<file path="config.mk">
export PLATFORM = sky130hd
export DESIGN_NAME = tgat_top
export DESIGN_NICKNAME = d
export VERILOG_FILES = /design/src/logic/tgat_pkg.sv /design/src/logic/tgat_prescaler.sv /design/src/logic/tgat_lfsr.sv /design/src/logic/tgat_top.sv
export SDC_FILE = /design/constraint.sdc
export NUM_CORES = 1
export LEC_CHECK = 0
export BUFFER_PORTS_ARGS = -buffer_cell sky130_fd_sc_hd__buf_2
export CORE_UTILIZATION = 55
export CTS_CLUSTER_DIAMETER = 60
export DETAILED_ROUTE_END_ITERATION = 8
export GPL_ROUTABILITY_DRIVEN = 0
export PLACE_DENSITY = 0.79
export RECOVER_POWER = 50
export SYNTH_ARGS = -nofsm -noshare
export SYNTH_HDL_FRONTEND = slang
export SYNTH_SLANG_ARGS = --single-unit
</file>
<file path="constraint.sdc">
create_clock -name i_clock -period 21.5 [get_ports i_clock]
set_input_delay 2.15 -clock i_clock [delete_from_list [all_inputs] [get_ports i_clock]]
set_output_delay 2.15 -clock i_clock [all_outputs]
set_load 0.02 [all_outputs]
</file>
<file path="src/logic/tgat_pkg.sv">
// Contract
// - Each group's sampling clock is the module clock divided by 2*(divider field + 1).
// - The charge phase lasts as many sampling clock cycles as the charge-length field.
// - After each charge transfer a settle phase lasts as many cycles as the settle field.
// - The discharge length is shifted left by the two-bit discharge-scale field.
// - With sync-start set, acquisition waits for a falling edge on the sync line.
// - With spread spectrum set, the drive timing of that group's sensors is dithered.
// - Before charging, the capacitors are discharged for the scaled discharge length.
// - A measurement ends once the burst count reaches the 16-bit maximum-count field.
// - Each of the two groups has its own pair of read/write timing registers, reset to zero.
// - Pairs with mode code 001 use group A timing, pairs with code 010 use group B timing.
`default_nettype none

package tgat_pkg;

    // Register map, byte addresses on the local port
    localparam int TGAT_GROUPS = 2;
    localparam int TGAT_ADDR_W = 8;
    localparam logic [7:0] TGAT_OFS_GROUP_A_CFG0 = 8'h20;
    localparam logic [7:0] TGAT_OFS_GROUP_A_CFG1 = 8'h24;
    localparam logic [7:0] TGAT_OFS_GROUP_B_CFG0 = 8'h28;
    localparam logic [7:0] TGAT_OFS_GROUP_B_CFG1 = 8'h2C;
    localparam logic [7:0] TGAT_GROUP_STRIDE = 8'h08;
    localparam logic [31:0] TGAT_CFG_RESET = 32'h0000_0000;
    localparam logic [31:0] TGAT_CFG0_MASK = 32'hFFFF_FFFF;
    localparam logic [31:0] TGAT_CFG1_MASK = 32'h33FF_FFFF;

    // Field positions
    localparam int TGAT_DIV_LSB = 16;
    localparam int TGAT_CHARGE_PHASE_LENGTH_LSB = 8;
    localparam int TGAT_SETTLE_PHASE_LENGTH_LSB = 0;
    localparam int TGAT_SCALE_LSB = 28;
    localparam int TGAT_SYNC_BIT = 25;
    localparam int TGAT_SPREAD_BIT = 24;
    localparam int TGAT_DISCHARGE_PHASE_LENGTH_LSB = 16;
    localparam int TGAT_MAX_LSB = 0;

    // Sense pair mode codes
    localparam logic [2:0] TGAT_MODE_GROUP_A = 3'h1;
    localparam logic [2:0] TGAT_MODE_GROUP_B = 3'h2;

    // Phase counter width: 8-bit length shifted by up to 3
    localparam int TGAT_PHASE_W = 11;
    localparam int TGAT_LFSR_W = 8;
    localparam logic [TGAT_LFSR_W-1:0] TGAT_LFSR_SEED = 8'h01;

    typedef struct packed {
        logic [TGAT_ADDR_W-1:0] addr;
        logic [31:0] wdata;
        logic write;
        logic read;
    } tgat_bus_req_t;

    typedef struct packed {
        logic [15:0] div;
        logic [7:0] charge_phase_length;
        logic [7:0] settle_phase_length;
        logic [1:0] scale;
        logic sync;
        logic spread;
        logic [7:0] discharge_phase_length;
        logic [15:0] max;
    } tgat_timing_t;

    // Splits the two timing words of a group into fields
    function automatic tgat_timing_t tgat_unpack(input logic [31:0] c0, input logic [31:0] c1);
        tgat_timing_t t;
        t.div = c0[TGAT_DIV_LSB +: 16];
        t.charge_phase_length = c0[TGAT_CHARGE_PHASE_LENGTH_LSB +: 8];
        t.settle_phase_length = c0[TGAT_SETTLE_PHASE_LENGTH_LSB +: 8];
        t.scale = c1[TGAT_SCALE_LSB +: 2];
        t.sync = c1[TGAT_SYNC_BIT];
        t.spread = c1[TGAT_SPREAD_BIT];
        t.discharge_phase_length = c1[TGAT_DISCHARGE_PHASE_LENGTH_LSB +: 8];
        t.max = c1[TGAT_MAX_LSB +: 16];
        return t;
    endfunction

    // Scaled discharge duration in sampling cycles
    function automatic logic [TGAT_PHASE_W-1:0] tgat_disch_len(input tgat_timing_t t);
        return {3'h0, t.discharge_phase_length} << t.scale;
    endfunction

    // Byte address of a group's first or second timing word
    function automatic logic [7:0] tgat_cfg_addr(input int g, input logic second);
        return TGAT_OFS_GROUP_A_CFG0 + 8'(g) * TGAT_GROUP_STRIDE
            + (second ? (TGAT_OFS_GROUP_A_CFG1 - TGAT_OFS_GROUP_A_CFG0) : 8'h00);
    endfunction

endpackage

`default_nettype wire

</file>
<file path="src/logic/tgat_prescaler.sv">
`default_nettype none

module tgat_prescaler
    import tgat_pkg::*;
#(
    parameter int DIV_W = 16
) (
    input wire logic i_clock,
    input wire logic i_reset,
    input wire logic i_run,
    input wire logic [DIV_W-1:0] i_div,
    output logic o_clock,
    output logic o_tick
);

    logic [DIV_W-1:0] cnt_r;
    logic [DIV_W+1:0] gap_r;
    logic seen_r;

    // Half period of div+1 module clocks, tick on each rising edge
    always_ff @(posedge i_clock or posedge i_reset) begin
        if (i_reset) begin
            cnt_r <= '0;
            o_clock <= 1'b0;
            o_tick <= 1'b0;
        end else if (!i_run) begin
            cnt_r <= '0;
            o_clock <= 1'b0;
            o_tick <= 1'b0;
        end else if (cnt_r == i_div) begin
            cnt_r <= '0;
            o_clock <= ~o_clock;
            o_tick <= ~o_clock;
        end else begin
            cnt_r <= cnt_r + 1'b1;
            o_tick <= 1'b0;
        end
    end

    // Cycles since the last tick, for checking only
    always_ff @(posedge i_clock or posedge i_reset) begin
        if (i_reset) begin
            gap_r <= '0;
            seen_r <= 1'b0;
        end else if (!i_run) begin
            gap_r <= '0;
            seen_r <= 1'b0;
        end else begin
            gap_r <= o_tick ? (DIV_W + 2)'(1) : gap_r + 1'b1;
            seen_r <= seen_r | o_tick;
        end
    end
endmodule

`default_nettype wire

</file>
<file path="src/logic/tgat_lfsr.sv">
`default_nettype none

module tgat_lfsr
    import tgat_pkg::*;
#(
    parameter int W = TGAT_LFSR_W
) (
    input wire logic i_clock,
    input wire logic i_reset,
    input wire logic i_step,
    output logic [W-1:0] o_value
);

    // Galois-free Fibonacci form, taps 8,6,5,4
    always_ff @(posedge i_clock or posedge i_reset) begin
        if (i_reset) begin
            o_value <= TGAT_LFSR_SEED;
        end else if (i_step) begin
            o_value <= {o_value[W-2:0], o_value[W-1] ^ o_value[5] ^ o_value[4] ^ o_value[3]};
        end
    end
endmodule

`default_nettype wire

</file>
<file path="src/logic/tgat_top.sv">
// The implementer's own choice: the strobed register port.
`default_nettype none

module tgat_top
    import tgat_pkg::*;
(
    input wire logic i_clock,
    input wire logic i_reset,
    input wire tgat_bus_req_t i_bus,
    output logic [31:0] o_rdata,
    input wire logic i_acq_start,
    input wire logic [2:0] i_pair_mode,
    input wire logic i_sync,
    input wire logic i_threshold_met,
    output logic o_discharge,
    output logic o_charge,
    output logic o_settle,
    output logic o_sample_clock,
    output logic o_busy,
    output logic o_group_b,
    output logic o_done,
    output logic o_max_reached,
    output logic [15:0] o_count
);

    typedef enum logic [2:0] {
        ST_IDLE,
        ST_SYNC,
        ST_DISCH,
        ST_CHARGE,
        ST_SETTLE
    } tgat_state_t;

    logic [31:0] cfg0_r [TGAT_GROUPS];
    logic [31:0] cfg1_r [TGAT_GROUPS];
    tgat_timing_t grp_t [TGAT_GROUPS];
    logic [31:0] rd_word;

    tgat_state_t state_r;
    tgat_timing_t cur_r;
    logic group_b_r;
    logic sync_prev_r;
    logic [TGAT_PHASE_W-1:0] phase_cnt_r;
    logic [15:0] count_r;
    logic [15:0] count_nxt;
    logic finish_nxt;
    logic start_ok;
    logic start_b;
    tgat_timing_t sel_t;
    logic [TGAT_PHASE_W-1:0] charge_len;
    logic load_charge;
    logic tick;
    logic presc_clock;
    logic [TGAT_LFSR_W-1:0] lfsr_value;
    logic sync_fall;

    // Per-group timing registers
    generate
        for (genvar g = 0; g < TGAT_GROUPS; g++) begin : g_cfg
            always_ff @(posedge i_clock or posedge i_reset) begin
                if (i_reset) begin
                    cfg0_r[g] <= TGAT_CFG_RESET;
                    cfg1_r[g] <= TGAT_CFG_RESET;
                end else if (i_bus.write) begin
                    if (i_bus.addr == tgat_cfg_addr(g, 1'b0)) begin
                        cfg0_r[g] <= i_bus.wdata & TGAT_CFG0_MASK;
                    end
                    if (i_bus.addr == tgat_cfg_addr(g, 1'b1)) begin
                        cfg1_r[g] <= i_bus.wdata & TGAT_CFG1_MASK;
                    end
                end
            end
            assign grp_t[g] = tgat_unpack(cfg0_r[g], cfg1_r[g]);
        end
    endgenerate

    // Read decode; unmapped addresses read zero
    always_comb begin
        rd_word = '0;
        for (int g = 0; g < TGAT_GROUPS; g++) begin
            if (i_bus.addr == tgat_cfg_addr(g, 1'b0)) begin
                rd_word = cfg0_r[g];
            end
            if (i_bus.addr == tgat_cfg_addr(g, 1'b1)) begin
                rd_word = cfg1_r[g];
            end
        end
    end

    // Read data in the cycle after the strobe
    always_ff @(posedge i_clock or posedge i_reset) begin
        if (i_reset) begin
            o_rdata <= '0;
        end else begin
            o_rdata <= i_bus.read ? rd_word : 32'h0000_0000;
        end
    end

    // Group selection from the pair's mode code
    assign start_b = (i_pair_mode == TGAT_MODE_GROUP_B);
    assign start_ok = i_acq_start && (state_r == ST_IDLE)
        && (i_pair_mode == TGAT_MODE_GROUP_A || start_b);
    assign sel_t = start_b ? grp_t[1] : grp_t[0];

    // Charge length with optional dither of zero to three cycles
    assign charge_len = {3'h0, cur_r.charge_phase_length}
        + (cur_r.spread ? {9'h000, lfsr_value[1:0]} : 11'h000);
    assign load_charge = ((state_r == ST_DISCH) || (state_r == ST_SETTLE && !finish_nxt))
        && phase_cnt_r == '0;

    assign sync_fall = sync_prev_r && !i_sync;
    assign count_nxt = count_r + 16'h0001;
    assign finish_nxt = i_threshold_met || (count_nxt >= cur_r.max);

    tgat_prescaler #(
        .DIV_W(16)
    ) u_prescaler (
        .i_clock(i_clock),
        .i_reset(i_reset),
        .i_run(state_r != ST_IDLE && state_r != ST_SYNC),
        .i_div(cur_r.div),
        .o_clock(presc_clock),
        .o_tick(tick)
    );

    tgat_lfsr #(
        .W(TGAT_LFSR_W)
    ) u_lfsr (
        .i_clock(i_clock),
        .i_reset(i_reset),
        .i_step(load_charge && cur_r.spread),
        .o_value(lfsr_value)
    );

    // Previous sync level for falling edge detection
    always_ff @(posedge i_clock or posedge i_reset) begin
        if (i_reset) begin
            sync_prev_r <= 1'b0;
        end else begin
            sync_prev_r <= i_sync;
        end
    end

    // Latched timing of the group being measured
    always_ff @(posedge i_clock or posedge i_reset) begin
        if (i_reset) begin
            cur_r <= '0;
            group_b_r <= 1'b0;
        end else if (start_ok) begin
            cur_r <= sel_t;
            group_b_r <= start_b;
        end
    end

    // Acquisition sequencer
    always_ff @(posedge i_clock or posedge i_reset) begin
        if (i_reset) begin
            state_r <= ST_IDLE;
            phase_cnt_r <= '0;
        end else begin
            unique case (state_r)
                ST_IDLE: begin
                    if (start_ok) begin
                        phase_cnt_r <= tgat_disch_len(sel_t);
                        state_r <= sel_t.sync ? ST_SYNC : ST_DISCH;
                    end
                end
                ST_SYNC: begin
                    if (sync_fall) begin
                        state_r <= ST_DISCH;
                    end
                end
                ST_DISCH: begin
                    if (phase_cnt_r == '0) begin
                        phase_cnt_r <= charge_len;
                        state_r <= ST_CHARGE;
                    end else if (tick) begin
                        phase_cnt_r <= phase_cnt_r - 1'b1;
                    end
                end
                ST_CHARGE: begin
                    if (phase_cnt_r == '0) begin
                        phase_cnt_r <= {3'h0, cur_r.settle_phase_length};
                        state_r <= ST_SETTLE;
                    end else if (tick) begin
                        phase_cnt_r <= phase_cnt_r - 1'b1;
                    end
                end
                ST_SETTLE: begin
                    if (phase_cnt_r == '0) begin
                        if (finish_nxt) begin
                            state_r <= ST_IDLE;
                        end else begin
                            phase_cnt_r <= charge_len;
                            state_r <= ST_CHARGE;
                        end
                    end else if (tick) begin
                        phase_cnt_r <= phase_cnt_r - 1'b1;
                    end
                end
            endcase
        end
    end

    // Burst counter and result
    always_ff @(posedge i_clock or posedge i_reset) begin
        if (i_reset) begin
            count_r <= '0;
            o_count <= '0;
            o_done <= 1'b0;
            o_max_reached <= 1'b0;
        end else begin
            o_done <= 1'b0;
            if (start_ok) begin
                count_r <= '0;
            end else if (state_r == ST_SETTLE && phase_cnt_r == '0) begin
                count_r <= count_nxt;
                if (finish_nxt) begin
                    o_count <= count_nxt;
                    o_done <= 1'b1;
                    o_max_reached <= !i_threshold_met;
                end
            end
        end
    end

    // Pin and status outputs, one cycle behind the state
    always_ff @(posedge i_clock or posedge i_reset) begin
        if (i_reset) begin
            o_discharge <= 1'b0;
            o_charge <= 1'b0;
            o_settle <= 1'b0;
            o_sample_clock <= 1'b0;
            o_busy <= 1'b0;
            o_group_b <= 1'b0;
        end else begin
            o_discharge <= (state_r == ST_DISCH);
            o_charge <= (state_r == ST_CHARGE);
            o_settle <= (state_r == ST_SETTLE);
            o_sample_clock <= presc_clock;
            o_busy <= (state_r != ST_IDLE);
            o_group_b <= group_b_r;
        end
    end
endmodule

`default_nettype wire

</file>
==> impl_metrics.csv <==
group,metric,value,unit
global_routing,grt_pass1_wl,52.4,mm
flow_run,cap_violations,3,
floorplan,die_y,160,um
sta,rsz0062_at_grt,"false",
cells_and_area,post_route_cells_drive_above_1_share,20.3,%
cts,ctsHoldBuffers,0,
drt,viasPerCell,5.91,
cells_and_area,multi_input_area,6210,um^2
sta,timing.final.crit_share,34.6,%
drt,wl_met1,13.9,mm
outcome,failed_checks,"max-capacitance violations, max-slew violations",
power,irDropWorstVdd,0.0000556,V
drt,drt-wirelength-per-cell,19.2,um
sta,fin_setup_tns,0,ns
sta,period_needed,7.43,ns
synth,synth_cell_types,70,
sta,fmax,0.135,GHz
cts,cts_buffers,31,
cells_and_area,final_cells,1661,
worst_setup_path,crit_type,"input pin to register",
synth,avgSynthCellArea,11.2,um^2
global_routing,grt_pass1_vias,9878,
sta,slew_viol_final,273,
floorplan,dieArea,25700,um^2
sta,skew,0.0147,ns
cts,cts_tree,"yes",
cells_and_area,syn_to_final_growth,11.6,%
floorplan,placementRows,57,
cts,cts_sinks,283,
synth,synth_top_area_share,51.2,%
global_routing,grt_start_max_net_pins,155,
cells_and_area,final_nets,1385,
placement,port_buffers,105,
synth,yosysTopAreaCell,"dfrtp_1",
drt,wirelength,31.9,mm
sta,final-hold-violation-count,0,
global_routing,antenna_found_initial,0,
cts,clk-insertion-delay-late,0.55,ns
sta,setup_violations,0,
cts,ctsLongestPathBuffers,3,
cts,cts.clk_slew.worst_paths,0.06,ns
drt,drc,0,
synth,async_flop_share,100,%
power,p_per_area,99.0,nW/um^2
placement,dp_hpwl,21.2,mm
synth,synthesis.area,13800,um^2
synth,synth_edf_count,0,
worst_setup_path,required,21.96,ns
synth,ys_seq_elements,283,
cts,htreeDepth,1,
worst_setup_path,start_kind,"input pin",
worst_setup_path,worst_ep_arrival_time,7.90,ns
cts,cts_setup_buffers,0,
worst_hold_path,hp-class,"register to register",
synth,synth_flop_cell,"dfrtp_1",
placement,dp_cells,1604,
synth,yosys_warnings,0,
cells_and_area,layout_common_cells,"dfrtp_1 (282), mux2_2 (139), nand2_1 (110), o21ai_0 (110), mux2i_1 (90)",
cts,root_buffer,"clkbuf_16",
global_routing,grt_overflow,0,
drt,met2_wirelength,15.1,mm
worst_setup_path,worstPathMaxFanout,58,
drt,wl_met3,1.98,mm
sta,tightest_slew,5.69,ns
cells_and_area,antenna_cells,0,
cells_and_area,regArea,7080,um^2
synth,syn_inst,1229,
cts,cts_resized,0,
cells_and_area,final_common_cell,"dfrtp_1",
worst_setup_path,crit_path_end_kind,"register",
synth,synth-seq-area-share,51.3,%
power,total_leakage_power,7.20,nW
sta,slew_headroom,-282,%
drt,ant_nets,0,
drt,dr.pass1.iters,5,
floorplan,initial_core_util,56.4,%
floorplan,die_w,160,um
synth,syn_nets,1301,
drt,vias,9820,
floorplan,num_io_pins,106,
cells_and_area,fillers,1917,
floorplan,coreArea,24500,um^2
global_routing,track_usage,25.5,%
drt,top_layer_used,"met4",
synth,yosys-top-cells-area,"dfrtp_1 (51%), mux2_2 (11%), mux2i_1 (6.5%)",
outcome,status,"finished with violations",
drt,drt_iter0_drc,807,
worst max-delay path: stages:
cell and delay (ns):
clkbuf_1 0.12, nor3b_1 0.20, clkbuf_1 3.05, mux2i_1 1.31
a2111oi_0 0.76, a31oi_1 0.08, o21ai_0 0.19
per-stage QoR:
step	hold slack (ns)	area, um^2	utilization, %	worst slack [ns]	power (W)
6_report	0.413	15400	62.9	14.07	0.00152
5_1_grt	0.430	15400	62.9	13.76	0.00160
4_1_cts	0.411	15500	63.4	16.83	0.00153
3_5_place_dp	0.382	14500	59.2	16.26	0.00100
3_3_place_gp	0.398	14500	59.2	16.28	0.000991
2_1_floorplan	0.354	13800	-	11.54	0.000903
routing by layer:
layer,up-vias,track usage [%]
met5,-,0
met2,325,41.3
met4,0,8.31
li1,4533,-
met1,4893,35.4
met3,69,3.74
flip-flops by register name, summed over array words and instances, names as in the netlist, 3 cells and up:
signal and flops:
cfg0_r 64, cfg1_r 56, count_r 16, cur_r 49
o_count 16, o_rdata 32, phase_cnt_r 11, state_r 3
u_lfsr.o_value 8, u_prescaler.cnt_r 16
area by class of cell:
| type | instances | area share [%] |
|---|---|---|
| well taps | 324 | 2.63 |
| clock buffers | 44 | 5.94 |
| multi-input cells | 845 | 40.3 |
| flip-flops and latches | 283 | 46.0 |
| clock inverters | 13 | 0.716 |
| repair buffers | 115 | 3.43 |
| inverters | 37 | 0.911 |
cells by family (layout without fill, tap and decap cells):
logic type,count (synthesis),after routing,synth area share (%)
AO/OA/AOI/OAI,215,215,9.30
XOR/XNOR,53,53,3.37
adder cells (fa/ha/maj),22,22,2.05
buffers and inverters,101,209,3.57
flip-flops,283,283,51.3
multiplexers,238,238,18.9
AND/OR/NAND/NOR,317,317,11.5
where the power goes:
group	leakage (nW)	internal, W	switching, W	total [W]
Combinational	2.88	0.000130	0.000217	0.000347
Clock	0.505	0.000308	0.000215	0.000524
Sequential	3.81	0.000592	0.0000604	0.000652
cells in the mapped netlist, types with 8 or more instances:
master,n
mux2_2,139
buf_6,11
a21oi_1,24
xor2_1,38
clkbuf_1,32
inv_1,35
nor2b_1,19
a22oi_1,19
buf_2,13
xnor2_1,15
nor2_1,58
and2_1,9
o22ai_1,14
nor3_1,26
mux2i_1,90
nand3_1,32
dfrtp_1,282
nand2_1,110
o21ai_0,109
o21ai_1,8
ha_1,21
and3_1,10
path summary, 6_finish.rpt:
path / cells after the start / slack (ns) / to / from
setup / recovery: 7 / 14.07 / phase_cnt_r[9] / i_pair_mode[1]
hold / removal: 0 / 0.41 / o_group_b / group_b_r
setup reg to reg: 15 / 17.29 / phase_cnt_r[7] / count_r[0]
hold reg to reg: 0 / 0.41 / o_group_b / group_b_r
max in group asynchronous: 2 / 15.62 / cur_r[46] / i_reset
min in group asynchronous: 2 / 3.34 / o_count[5] / i_reset
Power figures use the tool's default switching activity.
